===== src/gp_pkg.sv =====
/*
  gp_pkg: register map, field layout, reset values and pin-mux codes
  for the port 5/7/8 pin-sharing block.
  assumes a plain register port with 8-bit data and 3-bit word index.
*/
package gp_pkg;

  localparam int unsigned ADDR_W = 3;
  localparam int unsigned DATA_W = 8;

  // register indices
  localparam logic [2:0] OFF_P5_FUNC = 3'h0;
  localparam logic [2:0] OFF_P5_DIR  = 3'h1;
  localparam logic [2:0] OFF_P7_DIR  = 3'h2;
  localparam logic [2:0] OFF_P7_DATA = 3'h3;
  localparam logic [2:0] OFF_P8_DIR  = 3'h4;
  localparam logic [2:0] OFF_P8_DATA = 3'h5;

  // reset values
  localparam logic [7:0] RST_ZERO = 8'h00;

  // port 7 implemented bits 6..4, reserved read as one
  localparam logic [7:0] P7_IMPL_MASK = 8'h70;
  localparam logic [7:0] P7_RSVD_ONES = 8'h8F;
  localparam int unsigned P7_TMO_BIT  = 6;
  localparam int unsigned P7_CLK_BIT  = 5;
  localparam int unsigned P7_RST_BIT  = 4;

  // port 5 trigger bit
  localparam int unsigned P5_TRIG_BIT = 5;

  // port 8 timer-w pins
  localparam int unsigned P8_CLK_BIT   = 0;
  localparam int unsigned P8_TW_LO_BIT = 1;
  localparam int unsigned P8_TW_HI_BIT = 4;

  // timer-v select value meaning general i/o
  localparam logic [3:0] TV_SEL_GPIO = 4'h0;

  // timer-w io select codes that drive the pin
  localparam logic [2:0] TW_SEL_OUT1 = 3'h1;
  localparam logic [1:0] TW_SEL_OUT2 = 2'h1;

  // register port request
  typedef struct packed {
    logic              wr;
    logic              rd;
    logic [ADDR_W-1:0] addr;
    logic [DATA_W-1:0] wdata;
  } gp_req_t;

  // per-port pin bundle
  typedef struct packed {
    logic [7:0] out;
    logic [7:0] oe;
  } gp_pins_t;

endpackage


===== src/gp_pin_mux.sv =====
/*
  gp_pin_mux: one 8-bit port's output mux and read-back merge.
  assumes direction, data and timer ownership come from registers upstream.
*/
`timescale 1ns/1ns
`default_nettype none

module gp_pin_mux #(
  parameter int unsigned W = 8
) (
  // port settings
  input  wire logic [W-1:0] dir,
  input  wire logic [W-1:0] data,
  input  wire logic [W-1:0] pin_in,
  // timer ownership
  input  wire logic [W-1:0] tmr_own,
  input  wire logic [W-1:0] tmr_out,
  // results
  output logic      [W-1:0] pin_out,
  output logic      [W-1:0] pin_oe,
  output logic      [W-1:0] rd_val
);

  // timer owns pin: drive timer level, latch stays untouched
  assign pin_out = (tmr_own & tmr_out) | (~tmr_own & data);
  assign pin_oe  = tmr_own | dir;
  // outputs read the latch, inputs read the pin
  assign rd_val  = (dir & data) | (~dir & pin_in);

endmodule

`default_nettype wire


===== src/gp_ports.sv =====
/*
  gp_ports: port 5 function select, ports 7 and 8 direction/data with
  timer-v and timer-w pin sharing.
  assumes pins are synchronous to clk; external logic builds the wire level.
*/
// Local design decisions: the register offsets and the plain strobed port.
`timescale 1ns/1ns
`default_nettype none

// Functional notes
// (RULE_01) port-5 select 0 gives gpio by direction; 1 gives wake-up, bit5 trigger
// (RULE_02) port-5 wake-up selects reset to zero, so pins start as gpio
// (RULE_03) nonzero timer-v output select overrides port-7 bit 6 direction
// (RULE_04) port-7 bits 5 and 4 always feed timer-v clock and reset
// (RULE_05) port-7 direction bits 6..4 write-only, reset zero, others reserved
// (RULE_06) port-7 data bits 6..4 reset zero, driven on gpio outputs
// (RULE_07) port-7 data read: outputs give latch, inputs give pin
// (RULE_08) port-7 data reserved bits 7 and 3..0 read one
// (RULE_09) timer-w settings override port-8 bits 4..1
// (RULE_10) port-8 bit 0 always feeds timer-w clock input
// (RULE_11) port-8 direction eight write-only bits, reset zero
// (RULE_12) port-8 data eight bits, reset zero, driven on gpio outputs
// (RULE_13) port-8 data read: outputs give latch, inputs give pin
// (RULE_14) timer-w select 001 or 01x makes pin a timer output
// (RULE_15) writes land next edge; write-only registers read as zero
// (RULE_16) timer-owned pin driven by timer, latch stays writable
module gp_ports (
  // clock and reset
  input  wire logic                    clk,
  input  wire logic                    rst,
  // register port
  input  wire logic                    reg_wr,
  input  wire logic                    reg_rd,
  input  wire logic [2:0]              reg_addr,
  input  wire logic [7:0]              reg_wdata,
  output logic      [7:0]              reg_rdata,
  // port 5 pins
  input  wire logic [7:0]              p5_in,
  output logic      [7:0]              p5_dir_out,
  output logic      [7:0]              wakeup_en,
  output logic                         converter_trigger_in,
  output logic      [7:0]              wakeup_in,
  // port 7 pins
  input  wire logic [7:0]              p7_in,
  output logic      [7:0]              p7_out,
  output logic      [7:0]              p7_oe,
  // timer v
  input  wire logic [3:0]              timer_v_output_select,
  input  wire logic                    timer_v_compare_out,
  output logic                         timer_v_clock_in,
  output logic                         timer_v_reset_in,
  // port 8 pins
  input  wire logic [7:0]              p8_in,
  output logic      [7:0]              p8_out,
  output logic      [7:0]              p8_oe,
  // timer w
  input  wire logic [5:0]              timer_w_io_ctrl_ab,
  input  wire logic [5:0]              timer_w_io_ctrl_cd,
  input  wire logic [3:0]              timer_w_out,
  output logic      [3:0]              timer_w_in,
  output logic                         timer_w_clock_in
);

  gp_pkg::gp_req_t  req;
  logic [7:0]       p5_func_r;
  logic [7:0]       p5_dir_r;
  logic [7:0]       p7_dir_r;
  logic [7:0]       p7_data_r;
  logic [7:0]       p8_dir_r;
  logic [7:0]       p8_data_r;
  logic [7:0]       rdata_nxt;
  logic [7:0]       p7_own;
  logic [7:0]       p7_tout;
  logic [7:0]       p8_own;
  logic [7:0]       p8_tout;
  logic [3:0]       tw_own;
  gp_pkg::gp_pins_t p7_mux;
  gp_pkg::gp_pins_t p8_mux;
  logic [7:0]       p7_rd;
  logic [7:0]       p8_rd;

  assign req = '{wr: reg_wr, rd: reg_rd, addr: reg_addr, wdata: reg_wdata};

  // timer-w select: 001 or 01x drives the pin
  function automatic logic tw_drives(input logic [2:0] sel);
    tw_drives = (sel == gp_pkg::TW_SEL_OUT1) || (sel[2:1] == gp_pkg::TW_SEL_OUT2);
  endfunction

  // register writes
  // (RULE_02) selects clear
  always_ff @(posedge clk) begin
    if (rst) begin
      p5_func_r <= gp_pkg::RST_ZERO;
    end else if (req.wr && req.addr == gp_pkg::OFF_P5_FUNC) begin
      p5_func_r <= req.wdata;
    end
  end

  always_ff @(posedge clk) begin
    if (rst) begin
      p5_dir_r <= gp_pkg::RST_ZERO;
    end else if (req.wr && req.addr == gp_pkg::OFF_P5_DIR) begin
      p5_dir_r <= req.wdata;
    end
  end

  // (RULE_05) implemented bits only
  always_ff @(posedge clk) begin
    if (rst) begin
      p7_dir_r <= gp_pkg::RST_ZERO;
    end else if (req.wr && req.addr == gp_pkg::OFF_P7_DIR) begin
      p7_dir_r <= req.wdata & gp_pkg::P7_IMPL_MASK;
    end
  end

  // (RULE_06) latch bits 6..4
  always_ff @(posedge clk) begin
    if (rst) begin
      p7_data_r <= gp_pkg::RST_ZERO;
    end else if (req.wr && req.addr == gp_pkg::OFF_P7_DATA) begin
      p7_data_r <= req.wdata & gp_pkg::P7_IMPL_MASK;
    end
  end

  // (RULE_11) eight write-only bits
  always_ff @(posedge clk) begin
    if (rst) begin
      p8_dir_r <= gp_pkg::RST_ZERO;
    end else if (req.wr && req.addr == gp_pkg::OFF_P8_DIR) begin
      p8_dir_r <= req.wdata;
    end
  end

  // (RULE_12) eight data bits
  // (RULE_16) latch writable while timer owns
  always_ff @(posedge clk) begin
    if (rst) begin
      p8_data_r <= gp_pkg::RST_ZERO;
    end else if (req.wr && req.addr == gp_pkg::OFF_P8_DATA) begin
      p8_data_r <= req.wdata;
    end
  end

  // timer ownership
  // (RULE_03) timer-v select priority
  always_comb begin
    p7_own  = 8'h00;
    p7_tout = 8'h00;
    p7_own[gp_pkg::P7_TMO_BIT]  = (timer_v_output_select != gp_pkg::TV_SEL_GPIO);
    p7_tout[gp_pkg::P7_TMO_BIT] = timer_v_compare_out;
  end

  // (RULE_09) timer-w precedence
  // (RULE_14) select code decode
  assign tw_own = {tw_drives(timer_w_io_ctrl_cd[5:3]), tw_drives(timer_w_io_ctrl_cd[2:0]),
                   tw_drives(timer_w_io_ctrl_ab[5:3]), tw_drives(timer_w_io_ctrl_ab[2:0])};
  assign p8_own  = {3'h0, tw_own, 1'h0};
  assign p8_tout = {3'h0, timer_w_out, 1'h0};

  // (RULE_07) port-7 mux and read merge
  gp_pin_mux #(.W(8)) u_p7 (
    .dir     (p7_dir_r),
    .data    (p7_data_r),
    .pin_in  (p7_in),
    .tmr_own (p7_own),
    .tmr_out (p7_tout),
    .pin_out (p7_mux.out),
    .pin_oe  (p7_mux.oe),
    .rd_val  (p7_rd)
  );

  // (RULE_13) port-8 mux and read merge
  gp_pin_mux #(.W(8)) u_p8 (
    .dir     (p8_dir_r),
    .data    (p8_data_r),
    .pin_in  (p8_in),
    .tmr_own (p8_own),
    .tmr_out (p8_tout),
    .pin_out (p8_mux.out),
    .pin_oe  (p8_mux.oe),
    .rd_val  (p8_rd)
  );

  // read data, one cycle after the strobe
  // (RULE_15) write-only read as zero
  always_comb begin
    rdata_nxt = 8'h00;
    case (req.addr)
      gp_pkg::OFF_P5_FUNC: rdata_nxt = p5_func_r;
      // (RULE_08) reserved bits one
      gp_pkg::OFF_P7_DATA: rdata_nxt = (p7_rd & gp_pkg::P7_IMPL_MASK) | gp_pkg::P7_RSVD_ONES;
      gp_pkg::OFF_P8_DATA: rdata_nxt = p8_rd;
      default:             rdata_nxt = 8'h00;
    endcase
  end

  always_ff @(posedge clk) begin
    if (rst) begin
      reg_rdata <= 8'h00;
    end else if (req.rd) begin
      reg_rdata <= rdata_nxt;
    end else begin
      reg_rdata <= 8'h00;
    end
  end

  // registered pins; one cycle after settings change
  always_ff @(posedge clk) begin
    if (rst) begin
      p7_out <= 8'h00;
      p7_oe  <= 8'h00;
      p8_out <= 8'h00;
      p8_oe  <= 8'h00;
    end else begin
      p7_out <= p7_mux.out;
      p7_oe  <= p7_mux.oe;
      p8_out <= p8_mux.out;
      p8_oe  <= p8_mux.oe;
    end
  end

  // (RULE_01) port-5 function split
  always_ff @(posedge clk) begin
    if (rst) begin
      p5_dir_out           <= 8'h00;
      wakeup_en            <= 8'h00;
      wakeup_in            <= 8'h00;
      converter_trigger_in <= 1'b0;
    end else begin
      p5_dir_out           <= p5_dir_r & ~p5_func_r;
      wakeup_en            <= p5_func_r;
      wakeup_in            <= p5_in & p5_func_r;
      converter_trigger_in <= p5_in[gp_pkg::P5_TRIG_BIT] & p5_func_r[gp_pkg::P5_TRIG_BIT];
    end
  end

  // (RULE_04) timer-v inputs always routed
  // (RULE_10) timer-w clock always routed
  always_ff @(posedge clk) begin
    if (rst) begin
      timer_v_clock_in <= 1'b0;
      timer_v_reset_in <= 1'b0;
      timer_w_clock_in <= 1'b0;
      timer_w_in       <= 4'h0;
    end else begin
      timer_v_clock_in <= p7_in[gp_pkg::P7_CLK_BIT];
      timer_v_reset_in <= p7_in[gp_pkg::P7_RST_BIT];
      timer_w_clock_in <= p8_in[gp_pkg::P8_CLK_BIT];
      timer_w_in       <= p8_in[gp_pkg::P8_TW_HI_BIT:gp_pkg::P8_TW_LO_BIT];
    end
  end

  // assertions
  property p_p7_rsvd;
    @(posedge clk) disable iff (rst)
      reg_rd && reg_addr == gp_pkg::OFF_P7_DATA |=> (reg_rdata & 8'h8F) == 8'h8F;
  endproperty
  a_p7_rsvd: assert property (p_p7_rsvd) else $error("port7 reserved bits not one"); // RULE_08

  property p_tv_own;
    @(posedge clk) disable iff (rst)
      timer_v_output_select != 4'h0 |=> p7_oe[6] && p7_out[6] == $past(timer_v_compare_out);
  endproperty
  a_tv_own: assert property (p_tv_own) else $error("timer v pin not driven"); // RULE_03

  property p_tv_gpio;
    @(posedge clk) disable iff (rst)
      timer_v_output_select == 4'h0 |=> p7_oe[6] == $past(p7_dir_r[6]);
  endproperty
  a_tv_gpio: assert property (p_tv_gpio) else $error("port7 bit6 oe wrong"); // RULE_03

  property p_p7_wr;
    @(posedge clk) disable iff (rst)
      reg_wr && reg_addr == gp_pkg::OFF_P7_DIR |=> p7_dir_r == (8'h70 & $past(reg_wdata));
  endproperty
  a_p7_wr: assert property (p_p7_wr) else $error("port7 direction write lost"); // RULE_05

  property p_p8_rd;
    @(posedge clk) disable iff (rst)
      reg_rd && reg_addr == gp_pkg::OFF_P8_DATA
      |=> reg_rdata == (($past(p8_dir_r) & $past(p8_data_r)) | (~$past(p8_dir_r) & $past(p8_in)));
  endproperty
  a_p8_rd: assert property (p_p8_rd) else $error("port8 read merge wrong"); // RULE_13

  property p_p7_rd;
    @(posedge clk) disable iff (rst)
      reg_rd && reg_addr == gp_pkg::OFF_P7_DATA && p7_dir_r[5] |=> reg_rdata[5] == $past(p7_data_r[5]);
  endproperty
  a_p7_rd: assert property (p_p7_rd) else $error("port7 latch read wrong"); // RULE_07

  property p_tw_clk;
    @(posedge clk) disable iff (rst) 1'b1 |=> timer_w_clock_in == $past(p8_in[0]);
  endproperty
  a_tw_clk: assert property (p_tw_clk) else $error("timer w clock not routed"); // RULE_10

  property p_tv_in;
    @(posedge clk) disable iff (rst)
      1'b1 |=> timer_v_clock_in == $past(p7_in[5]) && timer_v_reset_in == $past(p7_in[4]);
  endproperty
  a_tv_in: assert property (p_tv_in) else $error("timer v inputs not routed"); // RULE_04

  property p_tw_out;
    @(posedge clk) disable iff (rst)
      timer_w_io_ctrl_ab[2:0] == 3'h1 |=> p8_oe[1] && p8_out[1] == $past(timer_w_out[0]);
  endproperty
  a_tw_out: assert property (p_tw_out) else $error("timer w pin not driven"); // RULE_14

  property p_wk;
    @(posedge clk) disable iff (rst) p5_func_r[3] |=> !p5_dir_out[3];
  endproperty
  a_wk: assert property (p_wk) else $error("wake-up pin still output"); // RULE_01

  property p_p8_wr;
    @(posedge clk) disable iff (rst)
      reg_wr && reg_addr == gp_pkg::OFF_P8_DATA |=> p8_data_r == $past(reg_wdata);
  endproperty
  a_p8_wr: assert property (p_p8_wr) else $error("port8 data write lost"); // RULE_12

  property p_rd_idle;
    @(posedge clk) disable iff (rst) !reg_rd |=> reg_rdata == 8'h00;
  endproperty
  a_rd_idle: assert property (p_rd_idle) else $error("read data not cleared"); // RULE_15

  property p_wo_rd;
    @(posedge clk) disable iff (rst)
      reg_rd && (reg_addr == gp_pkg::OFF_P7_DIR || reg_addr == gp_pkg::OFF_P8_DIR)
      |=> reg_rdata == 8'h00;
  endproperty
  a_wo_rd: assert property (p_wo_rd) else $error("write-only read not zero"); // RULE_15

  property p_tw_gpio;
    @(posedge clk) disable iff (rst)
      timer_w_io_ctrl_cd[5]
      |=> p8_oe[4] == $past(p8_dir_r[4]) && p8_out[4] == $past(p8_data_r[4]);
  endproperty
  a_tw_gpio: assert property (p_tw_gpio) else $error("port8 bit4 not gpio"); // RULE_14

  c_p7_read:  cover property (@(posedge clk) reg_rd && reg_addr == gp_pkg::OFF_P7_DATA);
  c_p8_read:  cover property (@(posedge clk) reg_rd && reg_addr == gp_pkg::OFF_P8_DATA);
  c_tv_owned: cover property (@(posedge clk) p7_oe[6] && !p7_dir_r[6]);
  c_tw_owned: cover property (@(posedge clk) |p8_own);
  c_p5_trig:  cover property (@(posedge clk) converter_trigger_in);

endmodule

`default_nettype wire


===== config.mk =====
export PLATFORM = sky130hd
export DESIGN_NAME = gp_ports
export DESIGN_NICKNAME = d
export VERILOG_FILES = /design/src/gp_pkg.sv /design/src/gp_pin_mux.sv /design/src/gp_ports.sv
export SDC_FILE = /design/constraint.sdc
export NUM_CORES = 1
export LEC_CHECK = 0
export BUFFER_PORTS_ARGS = -buffer_cell sky130_fd_sc_hd__buf_4
export CAP_MARGIN = 20
export CORE_MARGIN = 8
export CORE_UTILIZATION = 50
export DETAILED_ROUTE_END_ITERATION = 10
export PLACE_DENSITY = 0.89
export RECOVER_POWER = 100
export SLEW_MARGIN = 40
export SYNTH_ARGS = -nofsm -noshare
export SYNTH_HDL_FRONTEND = slang
export SYNTH_SLANG_ARGS = --single-unit

===== constraint.sdc =====
create_clock -name clk -period 2.3 [get_ports clk]
set_input_delay 0 -clock clk [delete_from_list [all_inputs] [get_ports clk]]
set_output_delay 0 -clock clk [all_outputs]
set_load 0.02 [all_outputs]

== Word-level counts from Yosys, hierarchy flattened ==
Index checks and enable logic that the tools add are counted.
Storage, ports and cells
  register bits after elaboration: 110
  input port bits: 60
  output and inout bits: 72
  word-level logic and storage cells: 69
Operators by class
  equal/unequal tests: 13
  mux-type cells: 1
  bitwise gates (word level): 23
  reduce and logical (&&, ||, !) cells: 13
Operators with widths (number)
  $and 8x8->8: 5
  $or 8x8->8: 3
  $pmux 8 s3: 1
  $and 7x7->7: 3
  $not 8->8: 2
  $eq 3x1->1 const B: 5
  $or 7x7->7: 2
  $and 8x7->8: 1
  $eq 2x1->1 const B: 4
  $not 5->8: 1
  $not 7->8: 1
  $or 5x8->8: 1
  $not 7->7: 1
  $eq 3x2->1 const B: 2
  $eq 3x3->1 const B: 2
  $logic_and 1x1->1: 6
  $and 5x5->5: 1
  $logic_or 1x1->1: 4
  $reduce_bool 4->1: 1
  $logic_not 3->1: 1
  $reduce_or 2->1: 1
  $and 1x1->1: 1
  $not 1->1: 1

== Logic depth before layout (Yosys ltp) ==
Gate-level depths: netlist of run 1.
  depth in word-level cells: 5
  depth in mapped cells: 5
  gate-level depth less buffers: 3

== Modules after synthesis ==
From an unflattened synthesis of run 1, not the netlist that was laid out.
Unflattened totals
  cells, all modules: 382
  area, all modules: 4121.5 µm²
Modules (own cells, without submodules)
  gp_ports: times used 1, cells an instance 334, area each 3570.9 µm², seq. area each 2182.1 µm²
  gp_pin_mux: times used 2, cells an instance 24, area each 275.3 µm², seq. area each 0.0 µm²

== Worst setup path before layout of run 1 ==
No wires, ideal clock.
  kind: register to register
  start: register p8_dir_r[1]
  end: register reg_rdata[1]
  setup time: 128 ps
  arrival: 934 ps
  slack: 1238 ps
  cell stages (with the launch flop): 4
  path buffers: 0
  period minus slack after synthesis: 1062 ps
  cell sequence: dfxtp_1 mux2_2 a221oi_1 nor3_1
On the way
  cells in the longest elaborated chain, start to end: 4
  elaborated cells on any way between the ends: 5
Ends and longest elaborated chain
  start, declared: line gp_ports.sv:69  | logic [7:0] p8_dir_r;
  start signal, assigned: line gp_ports.sv:128  | p8_dir_r <= gp_pkg::RST_ZERO;
  start signal, assigned: line gp_ports.sv:130  | p8_dir_r <= req.wdata;
  $not 8->8: line gp_pin_mux.sv:28  | assign rd_val = (dir & data) | (~dir & pin_in);
  $and 8x8->8: line gp_pin_mux.sv:28
  $or 8x8->8 (*): line gp_pin_mux.sv:28
  $pmux 8 s3 (*): line gp_ports.sv:188  | case (req.addr)
  end signal, assigned: line gp_ports.sv:201  | reg_rdata <= rdata_nxt;
  end, declared: line gp_ports.sv:36  | output logic [7:0] reg_rdata,
Every way passes the cells marked *; elsewhere a longest branch is shown, timed or not.
A chain may end at the register's enable or synchronous reset.

== Worst setup path in the final report of run 1 ==
  start: input timer_v_output_select[2]
  end: register p7_oe[6]
On the way
  cells in the longest elaborated chain, start to end: 2
Ends and longest elaborated chain
  start, declared: line gp_ports.sv:48  | input wire logic [3:0] timer_v_output_select,
  $reduce_bool 4->1: line gp_ports.sv:149  | p7_own[gp_pkg::P7_TMO_BIT] = (timer_v_output_select != gp_pkg::TV_SEL_GPIO);
  $or 7x7->7: line gp_pin_mux.sv:26  | assign pin_oe = tmr_own | dir;
  end signal, assigned: line gp_ports.sv:216  | p7_oe <= p7_mux.oe;
  end, declared: line gp_ports.sv:46  | output logic [7:0] p7_oe,
No other way between the ends.

==> results of run 1 <==
[cells in the mapped netlist]
| master | number |
|---|---|
| inv_1 | 5 |
| a22oi_1 | 3 |
| nor3_4 | 1 |
| buf_4 | 14 |
| nor3_1 | 5 |
| conb_1 | 1 |
| nor2_1 | 29 |
| nor2b_1 | 27 |
| and2_1 | 8 |
| and4bb_1 | 1 |
| nor4b_4 | 1 |
| nand2_1 | 35 |
| or4b_1 | 1 |
| nand4b_1 | 2 |
| mux2_2 | 11 |
| a221oi_1 | 5 |
| and3b_1 | 2 |
| o21bai_1 | 4 |
| nand2b_1 | 1 |
| mux2i_1 | 27 |
| dfxtp_1 | 99 |
| and4bb_2 | 2 |
| or4_1 | 1 |
| buf_1 | 1 |
| buf_2 | 2 |
| a21oi_1 | 20 |
| a211oi_1 | 3 |
| xnor2_1 | 1 |
| clkbuf_1 | 9 |
| buf_6 | 4 |
| nor3b_1 | 8 |
| a21oi_4 | 1 |
| and4b_1 | 1 |
[registers in the layout (all words and copies together), names as in the netlist, 4 cells and up]
| signal | cells |
|---|---|
| p8_data_r | 8 |
| p5_dir_r | 8 |
| wakeup_in | 8 |
| reg_rdata | 8 |
| p5_func_r | 8 |
| p5_dir_out | 8 |
| p8_oe | 8 |
| wakeup_en | 8 |
| p8_out | 8 |
| p8_dir_r | 8 |
| timer_w_in | 4 |
[worst max-delay path, cell delays in order]
cell and delay, ns:
dlygate4sd3_1 0.54, clkbuf_4 0.13, or4_1 0.45, dlygate4sd3_1 0.59, nor2_1 0.09, nor2_1 0.04
[cell families after synthesis]
| group | Yosys count | share of synthesized area, % |
|---|---|---|
| compound gates | 36 | 6.66 |
| xor+xnor | 1 | 0.248 |
| buf+inv | 35 | 6.13 |
| flops | 99 | 56.1 |
| mux | 38 | 11.2 |
| other cells | 1 | 0.106 |
| simple gates | 125 | 19.6 |
[repair_timing]
item,4_1_cts,5_1_grt
setup buffers,0,0
endpoints found under the hold margin,63,0
hold buffers,39,0
[stage by stage]
stage	setup WS [ns]	hold WS, ns	util [%]	total power [µW]	instance area, µm²
after floorplan	1.24	0.122	-	1990	3560
after global placement	1.09	0.202	63.9	2110	4370
after detailed placement	1.08	0.206	63.9	2120	4370
after CTS	0.760	0.00674	73.0	3410	4990
after global routing	0.646	0.0301	69.4	3480	4740
final	0.677	0.0197	69.4	3350	4740
[final cells by class]
| cell class | instances | area (µm²) |
|---|---|---|
| fillers | 556 | 2090 |
| flip-flops and latches | 99 | 1980 |
| multi-input cells | 210 | 1370 |
| repair buffers | 156 | 1020 |
| clock buffers | 9 | 124 |
| well taps | 96 | 120 |
| clock inverters | 7 | 106 |
| inverters | 5 | 18.8 |
| diodes | 1 | 2.50 |
[worst paths after layout]
| check | startpoint | end | depth (start not counted) |
|---|---|---|---|
| worst max register to register | p8_dir_r[0] | reg_rdata[0] | 3 |
| worst min register to register | p5_dir_r[6] | p5_dir_out[6] | 1 |
| worst max-delay path | timer_v_output_select[2] | p7_oe[6] | 6 |
| worst min-delay path | timer_w_io_ctrl_cd[0] | p8_out[3] | 4 |
[layer usage]
layer	up-vias	part of all wire (%)	global-route usage [%]
met1	1332	40	19.8
met4	0	2.8	9.30
li1	1400	-	-
met5	-	0	0
met2	118	51	32.9
met3	23	6.2	4.98
[power by group]
| part | internal (µW) | total, µW | leakage (µW) | switching (µW) |
|---|---|---|---|---|
| clock network | 631 | 1240 | 0.000110 | 613 |
| logic | 164 | 343 | 0.000940 | 179 |
| registers | 1750 | 1770 | 0.000804 | 17.0 |
==> impl_results.md, run 1 <==
* FF-to-FF setup slack at 1.02 ns
* Post-Route WL at 9260 µm
* Sequential share of the synthesized area at 56.1%
* Yosys top cell by area: dfxtp_1
* Worst EP arrival at 1.84 ns
* Total number of yosys warnings at 0
* PortBufs at 116
* Vias in the first global route at 3028
* Category of the most critical setup path: input port to flip-flop
* Global-route wire length before repair at 14600 µm
* Ratio of cells with drive above 1 in the final layout at 16.3%
* Layout Cells excl Fill at 583
* DIE WIDTH at 100 µm
* Synth top area cells: dfxtp_1, mux2i_1, nor2b_1
* Hpwl dp at 6280 µm
* Worst Hold Class: input port to flip-flop
* CTS tree: yes
* DR iter-0 viols at 117
* Placed cells at 527
* Max Cap Viol at 0
* Period utilization at 70.6%
* Chip height at 100 µm
* Area grow syn2layout at 34.3%
* Antenna violations before repair at 1
* Overflow after GRT at 0
* Tot GR Track Use at 18.6%
* Most common cell after layout, fill and taps aside: dfxtp_1
* PwrDens at 707 mW/mm²
* Clk Latency, worst-skew pair at 0.36 ns
* Max Slew Vio Count at 0
* Worst slew pin tran at 0.889 ns
* Top-area cell type share of the netlist area at 56.1%
* TritonCTS Buffers at 9
* Initial core utilization at 51.7%
* FP Rows at 30
* Post_cts resized at 0
* Routed via count at 2873
* Synth cell types at 33
* DRT antenna net count at 0
* RSZ-0062 raised after global routing: false
* Placer Congestion at 0.841
* Final setup violation count at 0
* H-tree depth at 3
* Final Net Count at 541
* # IOs at 132
* Crit end category: flip-flop
* Leak at 0.00185 µW
* Status: complete, no violations
* Via-to-Cell Ratio at 4.93
* Fin crit period at 1.62 ns
* Rel. slew slack at 40.7%
* FMAX at 616 MHz
* CTS clk-pin slew, worst paths at 0.10 ns
* Worst Skew at 0.00751 ns
* Most frequent cells in the layout: dfxtp_1, clkbuf_1, buf_4
* Post-Synthesis Cells at 335
* Setup TNS at 0 ns
* Per-cell routed wire length at 15.9 µm
* Root buf cell: clkbuf_8
* Post-synthesis register bit count at 99
* DRC viols at 0
* Worst EP required at 2.52 ns
* Area of the core at 0.00683 mm²
* CP startpoint kind: input port
* Die area at 0.0100 mm²
* Final hold vios at 0
* Netlist Area Pre-Place at 0.00353 mm²
* Largest net degree at the start of global routing at 49
* Initial DRT Pass Iterations at 4
* Mean post-synth cell area at 10.5 µm²
* Max VDD drop at 0.359 mV
* CTS Sinks at 99
* Critical Path Fanout Max at 2
* Clock buffer depth at 2
Note: power is estimated with default switching activity, not from simulation.
==> run 2: changes to the inputs <==
CORE_UTILIZATION = 48   (was 50)
PLACE_DENSITY = 0.86   (was 0.89)
clock period = 1.6 ns   (was 2.3 ns; I/O delays follow)
==> impl_results.md, run 2 (same netlist as run 1, synthesis figures left out) <==
* Status: complete, no violations
* DIE WIDTH at 102 µm (+1.7%)
* Max VDD drop at 0.478 mV (+33%)
* Initial DRT Pass Iterations at 5 (+1)
* Rel. slew slack at 60.8% (+20 points)
* TritonCTS Buffers at 9 (unchanged)
* Max Slew Vio Count at 0 (unchanged)
* R2R depth at 3 (unchanged)
* Worst EP required at 1.84 ns (-0.68 ns)
* Area grow syn2layout at 34.8%
* Sw Pwr at 1120 µW (+39%)
* Worst Skew at 0.00973 ns (+0.00222 ns)
* Chip height at 102 µm (+1.7%)
* Most common cell after layout, fill and taps aside: dfxtp_1
* Clock share of power at 38.5% (+1.4 points)
* CP max stage cell: dlygate4sd3_1
* Overflow after GRT at 0 (unchanged)
* RR Endpoint: reg_rdata[1]
* Placer Congestion at 0.812 (-3.4%)
* CP peak stage delay at 0.58 ns (about the same)
* Leak at 0.00187 µW (+0.76%)
* DRC viols at 0 (unchanged)
* FF-to-FF setup slack at 0.39 ns (-0.63 ns)
* Final setup violation count at 0 (unchanged)
* Final hold vios at 0 (unchanged)
* Initial core utilization at 49.2% (-2.5 points)
* CTS tree: yes
* Combinational share of power at 10.0% (-0.2 points)
* # IOs at 132 (unchanged)
* Setup TNS at 0 ns (unchanged)
* Post-CTS Repair Setup Buffers at 0 (unchanged)
* Vias in the first global route at 2919 (-3.6%)
* Area of the core at 0.00718 mm² (+5.0%)
* Critical path's top delay family: buffers and inverters
* Most frequent cells in the layout: dfxtp_1, clkbuf_1, buf_4
* Tot GR Track Use at 17.6% (-0.94 points)
* Max Cap Viol at 0 (unchanged)
* Layout Cells excl Fill at 583 (unchanged)
* Switch share at 22.8% (-1.3 points)
* Antenna violations before repair at 0 (-1)
* CP startpoint kind: input port
* Post-Route WL at 9050 µm (-2.3%)
* H-tree depth at 3 (unchanged)
* Final Net Count at 539 (-0.37%)
* PortBufs at 116 (unchanged)
* Via-to-Cell Ratio at 4.84 (-1.9%)
* Buf/Inv on CP at 3 (unchanged)
* Worst slew pin tran at 0.589 ns (-0.300 ns)
* Global-route wire length before repair at 14100 µm (-3.3%)
* Worst Hold Class: input port to flip-flop
* Die area at 0.0104 mm² (+3.5%)
* Cell internal pwr at 3810 µW (+49%)
* Sequential Power Share at 51.5% (-1.2 points)
* Hpwl dp at 6330 µm (+0.82%)
* Min-Delay Path Depth at 3 (-1)
* Root buf cell: clkbuf_8
* Critical Path Fanout Max at 2 (unchanged)
* PwrDens at 1040 mW/mm² (+46%)
* Beginning of the worst hold path: timer_w_io_ctrl_cd[3]
* DRT antenna net count at 0 (unchanged)
* Routed via count at 2819 (-1.9%)
* CTS Sinks at 99 (unchanged)
* R2r startpoint: p8_dir_r[1]
* Placed cell area at 0.00438 mm² (+0.37%)
* Clk Latency, worst-skew pair at 0.35 ns (about the same)
* RSZ-0062 raised after global routing: false
* FMAX at 642 MHz
* Ratio of cells with drive above 1 in the final layout at 16.5% (+0.27 points)
* Worst EP arrival at 1.80 ns (-0.04 ns)
* Placed cells at 530 (+0.57%)
* Fin crit period at 1.56 ns
* Period utilization at 97.3%
* Per-cell routed wire length at 15.5 µm (-2.3%)
* Finished layout cell area at 0.00476 mm² (+0.37%)
* Worst Hold End: p8_oe[4]
* Clock buffer depth at 2 (unchanged)
* FP Rows at 31 (+3.3%)
* DR iter-0 viols at 71 (-39%)
* CTS clk-pin slew, worst paths at 0.09 ns (about the same)
* Largest net degree at the start of global routing at 51 (+4.1%)
* Ant diodes at 0 (-1)
* Category of the most critical setup path: input port to flip-flop
* Critical path cell sequence: dlygate4sd3_1 -> clkbuf_4 -> or4_4 -> dlygate4sd3_1 -> nor2_1 -> nor2_1
* Crit end category: flip-flop
run 2: cell count changes in the layout (fill, tap and decap cells not counted), sizes merged, moves of 2 or more:
cell | before | now
clkinvlp | 2 | 0
buf | 48 | 41
dlygate4sd3 | 39 | 37
clkbuf | 78 | 85
run 2: worst max-delay path by stage:
stage,from,end,slack [ns],depth (start not counted)
after global placement,reg_addr[1],p5_func_r[0],0.43,4
after CTS,timer_v_output_select[2],p7_oe[6],0.05,6
after global routing,timer_v_output_select[2],p7_oe[6],0.01,6
after detailed placement,reg_addr[1],p5_func_r[0],0.43,4
after floorplan,p8_dir_r[1],reg_rdata[1],0.54,3
final,timer_v_output_select[2],p7_oe[6],0.04,6
run 2: metrics by stage:
step	hold WS (ns)	setup WS [ns]	utilization [%]	power [µW]
2_1_floorplan	0.122	0.538	-	2860
3_3_place_gp	0.203	0.428	61.1	3030
3_5_place_dp	0.205	0.427	61.1	3050
4_1_cts	0.00226	0.0510	69.6	5000
5_1_grt	0.0247	0.0116	66.3	5120
6_report	0.00509	0.0425	66.3	4930
run 2: power groups by stage:
stage | sequential (µW) | combinational [µW] | clock [µW]
3_5_place_dp | 2600 | 448 | 0
6_report | 2540 | 492 | 1900
2_1_floorplan | 2640 | 220 | 0
5_1_grt | 2550 | 531 | 2040
3_3_place_gp | 2600 | 436 | 0
4_1_cts | 2540 | 523 | 1930
run 2: final cells by class:
type,count,area [µm²]
Fill cell,575,2410
Sequential cell,99,1980
Multi-Input combinational cell,210,1370
Timing Repair Buffer,154,1020
Clock buffer,9,124
Tap cell,99,124
Clock inverter,7,121
Inverter,5,18.8
run 2: timing repair:
item	4_1_cts	5_1_grt
hold buffers	37	0
gates resized for setup	0	1
setup endpoints to repair	0	1
endpoints found under the hold margin	63	0
run 2: worst register-to-register path: cells and delay by family, from the launching register on:
kind / cells / cell delay, ns
compound gates: 1 / 0.27
flops: 1 / 0.37
mux: 1 / 0.37
simple gates: 1 / 0.08
run 2: per-layer routing:
metal	up-vias	track usage [%]	share of wire, %	wire, µm
met5	-	0	0	0
met2	108	31.4	51	4590
met3	16	5.43	8.4	759
li1	1380	-	-	-
met4	0	7.90	2.1	190
met1	1315	18.6	39	3500
